===== src/gcgm_pkg.sv =====
// shared constants and types for the global clock gate and mux
package gcgm_pkg;

    // how the global buffer element is configured
    typedef enum logic [1:0] {
        GCGM_MODE_BUFFER,
        GCGM_MODE_GATE,
        GCGM_MODE_MUX
    } gcgm_mode_e;

    // where each buffer input takes its clock from
    typedef enum logic [1:0] {
        GCGM_SRC_PAD,
        GCGM_SRC_MANAGER,
        GCGM_SRC_FABRIC
    } gcgm_src_e;

    // switchover progress of the glitchless mux
    typedef enum logic {
        GCGM_MUX_FOLLOW,
        GCGM_MUX_HOLD
    } gcgm_mux_e;

    localparam int   GCGM_BRANCHES   = 8;
    localparam logic GCGM_RST_LEVEL  = 1'b0;
    localparam logic GCGM_RST_PASS   = 1'b0;
    localparam logic GCGM_RST_CUR    = 1'b0;
    localparam logic GCGM_RST_ENABLE = 1'b0;

endpackage : gcgm_pkg


===== src/gcgm_top.sv =====
// global clock buffer element: plain buffer, clock gate or glitchless clock mux
// Functional notes
// RULE_01: enable high before a rising edge passes the whole following clock pulse.
// RULE_02: enable low before a rising edge suppresses that pulse, output held low.
// RULE_03: enable changes while the input clock is high do not affect that pulse.
// RULE_04: select low routes the first clock input, select high the second.
// RULE_05: no output high or low phase shorter than either input's shortest phase.
// RULE_06: while the selected clock is high, select changes are ignored.
// RULE_07: after select change and current low, output low until new clock falls.
// RULE_08: gate and mux both offer rising-edge and falling-edge modes by configuration.
// RULE_09: falling mode swaps rising/falling and high/low; enable and select levels unchanged.
// RULE_10: each input driven by pad, clock manager or fabric, fixed by configuration.
// RULE_11: distribution branches without loads stay static instead of toggling.
// RULE_12: the user design uses at most eight global clocks per quadrant.
// RULE_13: drivers of enable or select change them only while the clock is high.
`timescale 1ns/1ns
module gcgm_top
    import gcgm_pkg::*;
#(
    parameter int BRANCHES = GCGM_BRANCHES
) (
    input  wire logic                 clk,
    input  wire logic                 rstn,
    input  wire logic                 firstPadClk,
    input  wire logic                 firstMgrClk,
    input  wire logic                 firstFabClk,
    input  wire logic                 secondPadClk,
    input  wire logic                 secondMgrClk,
    input  wire logic                 secondFabClk,
    input  wire gcgm_pkg::gcgm_src_e  firstSrcCfg,
    input  wire gcgm_pkg::gcgm_src_e  secondSrcCfg,
    input  wire gcgm_pkg::gcgm_mode_e modeCfg,
    input  wire logic                 fallingEdgeCfg,
    input  wire logic                 gateEnable,
    input  wire logic                 muxSelect,
    input  wire logic [BRANCHES-1:0]  branchLoaded,
    output logic                      clkOut,
    output logic [BRANCHES-1:0]       branchClk,
    output logic                      muxSecondActive,
    output logic                      muxSwitching
);

    logic                first_clock_in;
    logic                second_clock_in;
    logic                lvl0Prev_ff;
    logic                lvl1Prev_ff;
    logic                enPrev_ff;
    logic                pass_ff;
    logic                cur_ff;
    gcgm_mux_e           state_ff;
    logic                clkOut_ff;
    logic [BRANCHES-1:0] branchClk_ff;
    logic                nxt_pass;
    logic                nxt_cur;
    gcgm_mux_e           nxt_state;
    logic                nxt_norm;

    gcgm_src_sel u_src_first (
        .padClk (firstPadClk),
        .mgrClk (firstMgrClk),
        .fabClk (firstFabClk),
        .srcCfg (firstSrcCfg),
        .selClk (first_clock_in)
    );

    gcgm_src_sel u_src_second (
        .padClk (secondPadClk),
        .mgrClk (secondMgrClk),
        .fabClk (secondFabClk),
        .srcCfg (secondSrcCfg),
        .selClk (second_clock_in)
    );

    // single point where the configured polarity is put back on the output side
    function automatic logic restorePol(input logic normLvl, input logic fallMode);
        return normLvl ^ fallMode;
    endfunction : restorePol

    // limitation: input clocks are seen only at clk edges, so every input phase
    // must last at least one clk period or whole pulses can be missed

    // RULE_09 normalise polarity
    // in falling mode the clocks are inverted so the rest works on "active high" phases;
    // enable and select are never inverted
    wire lvl0     = first_clock_in ^ fallingEdgeCfg;
    wire lvl1     = second_clock_in ^ fallingEdgeCfg;
    wire rise0    = lvl0 & ~lvl0Prev_ff;
    wire isGate   = (modeCfg == GCGM_MODE_GATE);
    wire isMux    = (modeCfg == GCGM_MODE_MUX);
    wire isBuffer = (modeCfg == GCGM_MODE_BUFFER);

    // RULE_04 select picks the clock
    // mux views relative to the clock currently driving the output
    wire curLvl     = cur_ff ? lvl1 : lvl0;
    wire curPrev    = cur_ff ? lvl1Prev_ff : lvl0Prev_ff;
    wire newLvl     = cur_ff ? lvl0 : lvl1;
    wire newPrev    = cur_ff ? lvl0Prev_ff : lvl1Prev_ff;
    wire newFall    = newPrev & ~newLvl;
    wire wantSwitch = (muxSelect != cur_ff);
    wire outNorm    = clkOut_ff ^ fallingEdgeCfg;

    // RULE_01 pass decision at edge
    // the enable is taken one sample before the rising edge, so a late change
    // inside the setup window cannot cut the pulse
    assign nxt_pass = rise0 ? enPrev_ff : pass_ff;

    always_comb begin
        nxt_state = state_ff;
        nxt_cur   = cur_ff;
        case (state_ff)
            GCGM_MUX_FOLLOW: begin
                // RULE_06 ignore select while high
                if (isMux && wantSwitch && !curLvl) begin
                    nxt_state = GCGM_MUX_HOLD;
                end
            end
            GCGM_MUX_HOLD: begin
                // RULE_07 wait for new clock fall
                // a reverted select returns to the old clock only once it is low
                if (!wantSwitch && !curLvl) begin
                    nxt_state = GCGM_MUX_FOLLOW;
                end else if (wantSwitch && newFall) begin
                    nxt_state = GCGM_MUX_FOLLOW;
                    nxt_cur   = ~cur_ff;
                end
            end
            default: begin
                nxt_state = GCGM_MUX_FOLLOW;
            end
        endcase
    end

    always_comb begin
        case (modeCfg)
            GCGM_MODE_BUFFER: nxt_norm = lvl0;
            // RULE_02 suppressed pulse stays low
            GCGM_MODE_GATE:   nxt_norm = lvl0 & nxt_pass;
            // RULE_05 full phases only
            // output is low during hold and the new clock is joined on its fall,
            // so no phase seen is shorter than a complete phase of one input
            GCGM_MODE_MUX:    nxt_norm = (state_ff == GCGM_MUX_FOLLOW) ? curLvl : 1'b0;
            default:          nxt_norm = 1'b0;
        endcase
    end

    always_ff @(posedge clk or negedge rstn) begin
        if (!rstn) begin
            lvl0Prev_ff <= GCGM_RST_LEVEL;
            lvl1Prev_ff <= GCGM_RST_LEVEL;
            enPrev_ff   <= GCGM_RST_ENABLE;
        end else begin
            lvl0Prev_ff <= lvl0;
            lvl1Prev_ff <= lvl1;
            enPrev_ff   <= gateEnable;
        end
    end

    always_ff @(posedge clk or negedge rstn) begin
        if (!rstn) begin
            pass_ff  <= GCGM_RST_PASS;
            cur_ff   <= GCGM_RST_CUR;
            state_ff <= GCGM_MUX_FOLLOW;
        end else begin
            // RULE_03 pass latched only at rise
            pass_ff  <= nxt_pass;
            cur_ff   <= nxt_cur;
            state_ff <= nxt_state;
        end
    end

    always_ff @(posedge clk or negedge rstn) begin
        if (!rstn) begin
            clkOut_ff    <= GCGM_RST_LEVEL;
            branchClk_ff <= '0;
        end else begin
            // RULE_08 polarity restored on output
            clkOut_ff    <= restorePol(nxt_norm, fallingEdgeCfg);
            // RULE_11 unloaded branches static
            branchClk_ff <= branchLoaded & {BRANCHES{restorePol(nxt_norm, fallingEdgeCfg)}};
        end
    end

    assign clkOut          = clkOut_ff;
    assign branchClk       = branchClk_ff;
    assign muxSecondActive = cur_ff;
    assign muxSwitching    = (state_ff == GCGM_MUX_HOLD);

    a_gate_pass_pulse: assert property ( // RULE_01
        @(posedge clk) disable iff (!rstn)
        isGate && rise0 && enPrev_ff |=> outNorm
    ) else $error("gated pulse not passed");

    a_gate_block_pulse: assert property ( // RULE_02
        @(posedge clk) disable iff (!rstn)
        isGate && rise0 && !enPrev_ff |=> !outNorm
    ) else $error("gated pulse not suppressed");

    a_gate_high_stable: assert property ( // RULE_03
        @(posedge clk) disable iff (!rstn)
        isGate && lvl0 && lvl0Prev_ff |=> $stable(pass_ff)
    ) else $error("pass decision changed while clock high");

    a_mux_route_sel: assert property ( // RULE_04
        @(posedge clk) disable iff (!rstn)
        isMux && state_ff == GCGM_MUX_FOLLOW ##1 $stable(fallingEdgeCfg)
        |-> outNorm == ($past(cur_ff) ? $past(lvl1) : $past(lvl0))
    ) else $error("mux output does not follow selected clock");

    a_mux_ignore_high: assert property ( // RULE_06
        @(posedge clk) disable iff (!rstn)
        isMux && state_ff == GCGM_MUX_FOLLOW && curLvl
        |=> state_ff == GCGM_MUX_FOLLOW && $stable(cur_ff)
    ) else $error("select acted while current clock high");

    a_mux_hold_low: assert property ( // RULE_07
        @(posedge clk) disable iff (!rstn)
        isMux && state_ff == GCGM_MUX_HOLD ##1 $stable(fallingEdgeCfg) |-> !outNorm
    ) else $error("mux output not low during switchover");

    a_mux_switch_fall: assert property ( // RULE_07
        @(posedge clk) disable iff (!rstn)
        state_ff == GCGM_MUX_HOLD && wantSwitch && newFall
        |=> state_ff == GCGM_MUX_FOLLOW && cur_ff != $past(cur_ff)
    ) else $error("mux did not take new clock on its fall");

    a_buffer_polarity: assert property ( // RULE_08
        @(posedge clk) disable iff (!rstn)
        isBuffer |=> clkOut_ff == $past(first_clock_in)
    ) else $error("buffer output polarity wrong");

    a_branch_static: assert property ( // RULE_11
        @(posedge clk) disable iff (!rstn)
        1'b1 |=> (branchClk_ff & ~$past(branchLoaded)) == '0
    ) else $error("unloaded branch toggles");

    a_gate_rise_take: assert property ( // RULE_01
        @(posedge clk) disable iff (!rstn)
        isGate && rise0 |=> pass_ff == $past(enPrev_ff)
    ) else $error("pass decision not taken from enable");

    a_gate_low_quiet: assert property ( // RULE_02
        @(posedge clk) disable iff (!rstn)
        isGate && !lvl0 |=> !outNorm
    ) else $error("gated output active while input low");

    // the output during a high phase depends only on the decision made at the rise
    a_gate_high_hold: assert property ( // RULE_03
        @(posedge clk) disable iff (!rstn)
        isGate && lvl0 && lvl0Prev_ff |=> outNorm == $past(pass_ff)
    ) else $error("enable change acted during high phase");

    a_mux_idle_follow: assert property ( // RULE_04
        @(posedge clk) disable iff (!rstn)
        !isMux && state_ff == GCGM_MUX_FOLLOW
        |=> state_ff == GCGM_MUX_FOLLOW && $stable(cur_ff)
    ) else $error("mux switched outside mux mode");

    // every output edge must coincide with an edge of the driving clock,
    // which keeps each output phase at least as long as an input phase
    a_mux_rise_edge: assert property ( // RULE_05
        @(posedge clk) disable iff (!rstn)
        isMux && $past(rstn) && !outNorm && nxt_norm
        |-> state_ff == GCGM_MUX_FOLLOW && curLvl && !curPrev
    ) else $error("mux output rose without a clock rise");

    a_mux_fall_edge: assert property ( // RULE_05
        @(posedge clk) disable iff (!rstn)
        isMux && $past(rstn) && outNorm && !nxt_norm
        |-> state_ff == GCGM_MUX_FOLLOW && !curLvl && curPrev
    ) else $error("mux output fell without a clock fall");

    a_mux_hold_enter: assert property ( // RULE_07
        @(posedge clk) disable iff (!rstn)
        isMux && state_ff == GCGM_MUX_FOLLOW && wantSwitch && !curLvl
        |=> state_ff == GCGM_MUX_HOLD
    ) else $error("mux did not hold after select change");

    a_mux_revert_low: assert property ( // RULE_07
        @(posedge clk) disable iff (!rstn)
        state_ff == GCGM_MUX_HOLD && !wantSwitch && !curLvl
        |=> state_ff == GCGM_MUX_FOLLOW && $stable(cur_ff)
    ) else $error("reverted select did not return to old clock");

    a_buffer_follow: assert property ( // RULE_09
        @(posedge clk) disable iff (!rstn)
        isBuffer |=> outNorm == $past(lvl0)
    ) else $error("buffer output does not follow normalised input");

    a_branch_copy: assert property ( // RULE_11
        @(posedge clk) disable iff (!rstn)
        1'b1 |=> branchClk_ff == ($past(branchLoaded) & {BRANCHES{clkOut_ff}})
    ) else $error("loaded branch does not carry the output clock");

endmodule : gcgm_top


===== src/gcgm_src_sel.sv =====
// source selector for one global buffer input
`timescale 1ns/1ns
module gcgm_src_sel
    import gcgm_pkg::*;
(
    input  wire logic                padClk,
    input  wire logic                mgrClk,
    input  wire logic                fabClk,
    input  wire gcgm_pkg::gcgm_src_e srcCfg,
    output logic                     selClk
);

    wire isPad = (srcCfg == GCGM_SRC_PAD);
    wire isMgr = (srcCfg == GCGM_SRC_MANAGER);
    wire isFab = (srcCfg == GCGM_SRC_FABRIC);

    // RULE_10 configured source pick
    // an unused encoding drives a quiet low rather than any clock
    assign selClk = (isPad & padClk) | (isMgr & mgrClk) | (isFab & fabClk);

endmodule : gcgm_src_sel


===== config.mk =====
export PLATFORM = sky130hd
export DESIGN_NAME = gcgm_top
export DESIGN_NICKNAME = d
export VERILOG_FILES = /design/src/gcgm_pkg.sv /design/src/gcgm_top.sv /design/src/gcgm_src_sel.sv
export SDC_FILE = /design/constraint.sdc
export NUM_CORES = 1
export LEC_CHECK = 0
export BUFFER_PORTS_ARGS = -buffer_cell sky130_fd_sc_hd__clkbuf_2
export CAP_MARGIN = 20
export CORE_UTILIZATION = 47
export DETAILED_ROUTE_END_ITERATION = 6
export PLACE_DENSITY = 0.81
export SYNTH_ARGS = -nofsm -noshare
export SYNTH_HDL_FRONTEND = slang
export SYNTH_SLANG_ARGS = --single-unit

===== constraint.sdc =====
create_clock -name clk -period 4.5 [get_ports clk]
set_input_delay 0.675 -clock clk [delete_from_list [all_inputs] [get_ports clk]]
set_output_delay 0.675 -clock clk [all_outputs]
set_load 0.05 [all_outputs]

* Word-level counts from Yosys, hierarchy flattened
Cells that the tools add are included.
W data, S select, Z words.
** Operators by class
- Eq/ne operators :: 7
- Mux-type cells :: 10
- Bitwise logic cells :: 22
- Reductions and logical operators :: 10
** Operators with widths (number)
- $and A1 B1 Y1 :: 9
- $and A8 B8 Y8 :: 1
- $mux W1 :: 8
- $eq A2 B1 Y1 const B :: 3
- $eq A2 B2 Y1 const B :: 3
- $logic_not A2 Y1 :: 3
- $not A1 Y1 :: 5
- $logic_and A1 B1 Y1 :: 4
- $or A1 B1 Y1 :: 4
- $pmux W1 S3 :: 1
- $reduce_and A3 Y1 :: 1
- $xor A1 B1 Y1 :: 3
- $logic_not A1 Y1 :: 2
- $pmux W1 S2 :: 1
- $ne A1 B1 Y1 :: 1
** Word-level totals
- Register bits :: 15
- Output and inout port bits :: 11
- Word-level logic and storage cells :: 57

* Longest topological paths before layout
Gate-level depths: netlist (run 1).
- Word-level depth :: 12
- Depth in mapped cells :: 6
- Mapped depth without buffers :: 6

* Hierarchy
Synthesis (run 1) repeated with hierarchy kept, for this count alone.
** Second synthesis, totals
- Cell total of the unflattened synthesis :: 55
- Area total of the unflattened synthesis :: 665.6 um^2
** Modules (own cells, without submodules)
- gcgm_top :: times used 1, cells each 49, area an instance 620.6 um^2
- gcgm_src_sel :: times used 2, cells each 3, area an instance 22.5 um^2

* Worst setup path before layout (run 1)
OpenSTA, ideal clock, no wires.
- Kind :: input port to flip-flop
- Start point :: input modeCfg[0]
- End point :: register clkOut_ff, in the netlist clkOut
- Library setup time :: 132 ps
- Arrival time :: 1650 ps
- Slack :: 2717 ps
- Stages on the path :: 4
- Path buffers :: 1
- Cell sequence :: or3b_1 -> o32a_1 -> buf_6 -> xnor2_1
** On the way
- Cells in the longest elaborated chain, start to end :: 3
- Elaborated cells between the ends (all ways) :: 5
- Those cells by class :: eq/ne (2); mux (1); bitwise (1); reduce/logical (1)
** Ends and longest elaborated chain
- start, declared :: line gcgm_top.sv:32 : input wire gcgm_pkg::gcgm_mode_e modeCfg,
- $eq A2 B2 Y1, or another cell as far along :: line gcgm_top.sv:134 : case (modeCfg)
- $pmux W1 S3 * :: line gcgm_top.sv:134
- $xor A1 B1 Y1 * :: line gcgm_top.sv:76 : return normLvl ^ fallMode;
- end signal, assigned :: line gcgm_top.sv:177 : clkOut_ff <= restorePol(nxt_norm, fallingEdgeCfg);
- end, declared :: line gcgm_top.sv:51 : logic clkOut_ff;
Mark *: on every way between the ends. The rest lies on a longest branch, timed or not.
A chain may end at the register's enable or synchronous reset.

* Final worst setup path (run 1)
- Start point :: input secondSrcCfg[0]
- End point :: register branchClk_ff[3], in the netlist branchClk[3]
** On the way
- Cells in the longest elaborated chain, start to end :: 10
- Elaborated cells between the ends (all ways) :: 14
- Those cells by class :: eq/ne (2); mux (3); bitwise (8); reduce/logical (1)
** Ends and longest elaborated chain
- start, declared :: line gcgm_top.sv:31 : input wire gcgm_pkg::gcgm_src_e secondSrcCfg,
- $eq A2 B1 Y1 or $logic_not A2 Y1 (tied branches) :: line gcgm_src_sel.sv:14, gcgm_src_sel.sv:13
- $and A1 B1 Y1 :: line gcgm_src_sel.sv:19 : assign selClk = (isPad & padClk) | (isMgr & mgrClk) | (isFab & fabClk);
- $or A1 B1 Y1 :: line gcgm_src_sel.sv:19
- $or A1 B1 Y1 * :: line gcgm_src_sel.sv:19
- $xor A1 B1 Y1 * :: line gcgm_top.sv:86 : wire lvl1 = second_clock_in ^ fallingEdgeCfg;
- $mux W1 * :: line gcgm_top.sv:94 : wire curLvl = cur_ff ? lvl1 : lvl0;
- $mux W1 * :: line gcgm_top.sv:141 : GCGM_MODE_MUX: nxt_norm = (state_ff == GCGM_MUX_FOLLOW) ? curLvl : 1'b0;
- $pmux W1 S3 * :: line gcgm_top.sv:134
- $xor A1 B1 Y1 * :: line gcgm_top.sv:76
- $and A8 B8 Y8 * :: line gcgm_top.sv:179 : branchClk_ff <= branchLoaded & {BRANCHES{restorePol(nxt_norm, fallingEdgeCfg)}};
- end signal, assigned :: line gcgm_top.sv:179
- end, declared :: line gcgm_top.sv:52 : logic [BRANCHES-1:0] branchClk_ff;
Marks and branches as above.

==> results of run 1 <==
state kept, by name, indices dropped and copies added, names as in the netlist:
name             cells
clkOut               1
pass_ff              1
enPrev_ff            1
branchClk            8
lvl1Prev_ff          1
lvl0Prev_ff          1
muxSwitching         1
muxSecondActive      1
cells in the mapped netlist, drive strengths merged (2+ instances only):
cell | count | area share (%)
dfrtp | 15 | 49
mux2i | 11 | 14
nand2 | 8 | 4.0
nand2b | 8 | 6.6
nor2 | 6 | 3.0
o21ai | 4 | 3.1
inv | 3 | 1.5
xnor2 | 3 | 3.5
buf | 2 | 2.1
nand3b | 2 | 2.0
layer usage:
layer	track usage [%]	part of all wire, %	up-vias
li1	-	-	323
met1	21.4	38	292
met2	29.5	51	37
met3	4.31	7.4	6
met4	11.9	2.6	0
met5	0	0	-
power breakdown:
part / internal (mW) / total (mW) / switching [mW] / leakage [nW]
clock network: 0.0343 / 0.0730 / 0.0387 / 0.0150
registers: 0.159 / 0.177 / 0.0175 / 0.187
logic: 0.0537 / 0.173 / 0.119 / 0.326
path summary, 6_finish.rpt:
| path | slack [ns] | to | cells past startpoint | start |
|---|---|---|---|---|
| max reg2reg | 2.77 | branchClk[3]$_DFF_PN0_ | 3 | muxSwitching$_DFF_PN0_ |
| max | 2.58 | branchClk[3]$_DFF_PN0_ | 6 | secondSrcCfg[0] |
| min | 0.30 | muxSecondActive$_DFFE_PN0P_ | 1 | rstn |
| min reg2reg | 0.51 | pass_ff$_DFF_PN0_ | 1 | enPrev_ff$_DFF_PN0_ |
| max in group asynchronous | 3.93 | enPrev_ff$_DFF_PN0_ | 1 | rstn |
| min in group clk | 0.50 | enPrev_ff$_DFF_PN0_ | 1 | gateEnable |
metrics by stage:
| stage | util, % | std cells | hold slack (ns) |
|---|---|---|---|
| 6_report | 63.8 | 125 | 0.299 |
| 5_1_grt | 63.8 | 125 | 0.316 |
| 4_1_cts | 63.8 | 125 | 0.301 |
| 3_5_place_dp | 62.0 | 121 | 0.501 |
| 3_3_place_gp | 62.0 | 121 | 0.491 |
| 2_1_floorplan | - | 73 | 0.379 |
cell usage in the layout, fill, tap and decap left out, types with 2 or more instances in the layout:
cell type	n
clkbuf_2	35
nand3b_1	2
inv_1	3
nand2_1	8
mux2i_1	11
dfrtp_1	15
nor2_1	6
clkbuf_4	3
o21ai_0	2
xnor2_1	3
nand2b_1	8
cell families (layout without fill, tap and decap cells):
kind of cell	count (synthesis)	in the layout	share of synthesized area, %
compound gates	10	10	8.90
mux	12	12	16.0
flops	15	15	49.4
xor+xnor	3	3	3.46
simple gates	27	27	18.1
buf+inv	6	42	4.12
layout make-up:
type | count | share of cell area [%]
timing repair buffer | 35 | 18.2
clock buffer | 4 | 2.73
inverter | 3 | 1.17
multi-input combinational | 52 | 36.7
tap | 16 | 2.08
sequential | 15 | 39.1
critical path, stage by stage:
cell      delay (ns)
clkbuf_2        0.10
mux2i_1         0.21
o21ai_2         0.07
xnor2_1         0.27
o32a_1          0.53
mux2i_1         0.25
==> impl_metrics.json, run 1 <==
{
  "num-nets-final": 135,
  "status": "finished, final reports clean",
  "ys_types": 24,
  "drcViolationCount": 0,
  "final_cell_area_sq_um": 961,
  "drt_wl_total_um": 1480,
  "finalHoldViolCount": 0,
  "max-cap-violations": 0,
  "synth-async-reset-ratio_pct": 100,
  "place_ws_ns": 2.27,
  "grt_max_degree": 20,
  "area_growth_pct": 26.5,
  "cts_root_buf": "clkbuf_4",
  "gp_congestion": 0.824,
  "cp-end-kind": "register",
  "die_w_um": 42.2,
  "dieArea_sq_um": 1780,
  "worstPathMaxFanout": 9,
  "syn-num-nets": 98,
  "overflow": 0,
  "ys_seq_elements": 15,
  "clock-sinks": 15,
  "antenna_found_initial": 0,
  "fillers": 122,
  "ant_nets": 0,
  "cellPowerDensity_nw_per_um2": 440,
  "max_slew_margin_pct": 65.1,
  "die_h_um": 42.2,
  "drt_pass1_iterations": 4,
  "regArea_sq_um": 375,
  "grt_util_all_layers_pct": 18.2,
  "first_iter_violations": 30,
  "worst_slew_pin_slew_ns": 0.522,
  "start_util_pct": 50.4,
  "crit_required_ns": 4.70,
  "fmax_mhz": 522,
  "cts_hold_buf": 0,
  "dominantRegCellSynth": "dfrtp_1",
  "grt_first_pass_wirelength_um": 2460,
  "coreArea_sq_um": 1510,
  "drive_gt1_share_pct": 36.7,
  "period_share_pct": 42.6,
  "synth_edf_count": 0,
  "vias": 658,
  "setup_tns_ns": 0,
  "clockBufferDepth": 2,
  "hp-class": "in2async",
  "rsz0062_at_grt": "no",
  "post_cts_resize_count": 0,
  "hpwlAfterDp_um": 1170,
  "fp-row-count": 14,
  "cts_tree": "done",
  "finalWorstSetupSlack_ns": 2.58,
  "clock_latency_ns": 0.27,
  "htreeDepth": 1,
  "diodes": 0,
  "syn_inst": 73,
  "io_pins": 36,
  "via_per_inst": 5.26,
  "ys_seq_area_share_pct": 49.4,
  "cts_setup_buffers": 0,
  "multi_input_area_sq_um": 353,
  "place_area_sq_um": 935,
  "portBuffers": 35,
  "peakVddDrop_mv": 0.255,
  "wl_per_cell_um": 11.8,
  "critPathKind": "in2reg",
  "p_leak_nw": 0.528,
  "first_global_vias": 641,
  "finalClockSkew_ns": 0.00160,
  "worstSetupStartpointType": "input port",
  "cts.clk_slew.worst_paths_ns": 0.08,
  "cts_buffers": 3,
  "setup_viol": 0,
  "yosysWarningCount": 0,
  "p_total_uw": 423,
  "syn_area_sq_um": 759,
  "cp.arrival_ns": 2.11,
  "min_period_ns": 1.92,
  "avgSynthCellArea_sq_um": 10.4,
  "slew_viol_final": 0
}
Power figures use the tool's default switching activity.
==> run 2, diff against run 1 <==
- ABC_AREA: not set -> 1
- CORE_UTILIZATION: 47 -> 45
- PLACE_DENSITY: 0.81 -> 0.77
- clock period: 4.5 -> 1.8 ns (I/O delays scaled with it)
==> impl_metrics.json, run 2 <==
{
  "fillers": 133,
  "synth_top_area_share_pct": 48.0,
  "clock_latency_ns": 0.28,
  "fmax_mhz": 770,
  "cts_tree": "done",
  "layout_commonest_cell": "clkbuf_2",
  "violations": "design-rule violations",
  "ys_seq_elements": 15,
  "portBuffers": 35,
  "cpLargestDelayFamily": "simple AND/OR/NAND/NOR gates",
  "clock-sinks": 15,
  "min_period_ns": 1.30,
  "cts_buffers": 3,
  "cts_root_buf": "clkbuf_4",
  "synthSimpleGateAreaFrac_pct": 38.4,
  "finalHoldViolCount": 0,
  "vias": 667,
  "cts_hold_buf": 1,
  "rsz0062_at_grt": "no",
  "multi_input_area_sq_um": 332,
  "synth_compound_area_share_pct": 2.88,
  "hp-start": "gateEnable",
  "synth_commonest_cells": "17 x inv_1, 16 x nand2_1, 15 x dfrtp_1, 11 x nand3_1, 9 x nor2_2",
  "worst_slew_pin_slew_ns": 0.351,
  "p_total_mw": 1.11,
  "synth_top_cell_by_area": "dfrtp_1",
  "max_stage_delay_ns": 0.43,
  "slowest_stage": "dfrtp_1",
  "synth_area_leaders": "dfrtp_1 48%, inv_1 8.2%, nand3_2 7.7%, nand2_1 7.7%, nor2_2 7.2%",
  "drt_wl_total_um": 1430,
  "synth_edf_count": 0,
  "largest_register_ffs": 8,
  "die_w_um": 43.7,
  "peakVddDrop_mv": 0.638,
  "setup_tns_ns": 0,
  "switching_share_pct": 44.5,
  "synth_xor_area_share_pct": 1.12,
  "cellPowerDensity_nw_per_um2": 1090,
  "synth_top_family_by_area": "simple AND/OR/NAND/NOR gates",
  "num-nets-final": 156,
  "setup.worst_path.start": "muxSwitching$_DFF_PN0_",
  "clkPwrFrac_pct": 16.8,
  "worstPathMaxFanout": 9,
  "p_sw_uw": 493,
  "htreeDepth": 1,
  "first_global_vias": 612,
  "area_growth_pct": 29.6,
  "avgSynthCellArea_sq_um": 8.69,
  "syn_area_sq_um": 782,
  "coreArea_sq_um": 1560,
  "fp-row-count": 14,
  "p_int_uw": 613,
  "synth_adder_area_share_pct": 0,
  "max-cap-violations": 0,
  "drcViolationCount": 2,
  "yosysWarningCount": 0,
  "setup_viol": 0,
  "overflow": 0,
  "slew_viol_final": 0,
  "worstSetupStartpointType": "register",
  "drive_gt1_share_pct": 49.2,
  "grt_max_degree": 16,
  "antenna_found_initial": 0,
  "crit_required_ns": 1.97,
  "io_pins": 36,
  "dominantRegCellSynth": "dfrtp_1",
  "cts_setup_buffers": 0,
  "ys_types": 15,
  "synth_mux_area_share_pct": 0,
  "drt_pass1_iterations": 6,
  "worst_r2r_startpoint": "muxSwitching$_DFF_PN0_",
  "dieArea_sq_um": 1910,
  "path_cells": "nor3b_1 -> nand3_2 -> nand2_1 -> nand2_2 -> nand2_4 -> nor2_2",
  "crit_buf_inv": 0,
  "seqPwrFrac_pct": 39.6,
  "critPathKind": "reg2reg",
  "syn_inst": 90,
  "hpwlAfterDp_um": 1160,
  "grt_first_pass_wirelength_um": 2410,
  "syn-num-nets": 115,
  "diodes": 0,
  "clockBufferDepth": 2,
  "first_iter_violations": 6,
  "synth_most_common_cell": "inv_1",
  "ys_seq_area_share_pct": 48.0,
  "fin_util_pct": 65.0,
  "gp_congestion": 0.759,
  "start_util_pct": 50.2,
  "comb_power_share_pct": 43.7,
  "finalClockSkew_ns": 0.00121,
  "cp-end-kind": "register",
  "cts.clk_slew.worst_paths_ns": 0.08,
  "regArea_sq_um": 375,
  "p_leak_nw": 0.600,
  "post_cts_resize_count": 0,
  "grt_util_all_layers_pct": 17.9,
  "via_per_inst": 4.57,
  "period_share_pct": 72.1,
  "cp.arrival_ns": 1.47,
  "final_cell_mix": "35 x clkbuf_2, 17 x inv_1, 16 x nand2_1",
  "ant_nets": 0,
  "hp-class": "in2reg",
  "die_h_um": 43.7,
  "wl_per_cell_um": 9.82,
  "max_slew_margin_pct": 76.6,
  "synth-async-reset-ratio_pct": 100,
  "status": "complete, but fails checks"
}
## run 2: layer usage
| layer | wire length, um | track usage [%] | vias up |
|---|---|---|---|
| met5 | 0 | 0 | - |
| met4 | 35 | 11.3 | 0 |
| met3 | 79 | 3.75 | 4 |
| met2 | 653 | 27.8 | 25 |
| met1 | 665 | 22.7 | 281 |
| li1 | - | - | 357 |
## run 2: worst reg2reg max path, cell delays in order, from the launching register on
cell     delay [ns]
dfrtp_1        0.43
nor3b_1        0.32
nand3_2        0.12
nand2_1        0.09
nand2_2        0.06
nand2_4        0.14
nor2_2         0.05
## run 2: area by class of cell
cell class	count	share of cell area, %
multi-input cells	55	32.7
well taps	16	1.98
clock buffers	4	2.59
inverters	20	7.41
repair buffers	36	18.3
flip-flops and latches	15	37.0
## run 2: kinds of logic after synthesis
family | Yosys count
xor+xnor | 1
simple gates | 51
flops | 15
buf+inv | 20
compound gates | 3
## run 2: power groups by stage
stage | logic [mW] | registers, mW | clock network (mW)
after floorplan | 0.190 | 0.615 | 0
after global placement | 0.475 | 0.444 | 0
after detailed placement | 0.487 | 0.444 | 0
after CTS | 0.489 | 0.439 | 0.190
after global routing | 0.525 | 0.446 | 0.199
final | 0.483 | 0.438 | 0.186
## run 2: final timing paths
| path | to | slack [ns] | depth (start not counted) |
|---|---|---|---|
| min in group asynchronous | muxSecondActive$_DFFE_PN0P_ | 0.43 | 2 |
| min | enPrev_ff$_DFF_PN0_ | 0.09 | 1 |
| max | branchClk[6]$_DFF_PN0_ | 0.50 | 6 |
| max reg2reg | branchClk[6]$_DFF_PN0_ | 0.50 | 6 |
| min reg2reg | pass_ff$_DFF_PN0_ | 0.50 | 2 |
| max in group asynchronous | branchClk[0]$_DFF_PN0_ | 1.12 | 2 |
## run 2: through the flow
step | std cells | area (sq um) | hold slack [ns] | setup slack (ns)
global placement | 141 | 977 | 0.194 | 0.380
global route | 146 | 1010 | 0.0830 | 0.386
floorplan | 90 | 782 | -0.0256 | 0.351
finish | 146 | 1010 | 0.0924 | 0.501
detailed placement | 141 | 977 | 0.197 | 0.335
CTS | 146 | 1010 | 0.0896 | 0.477
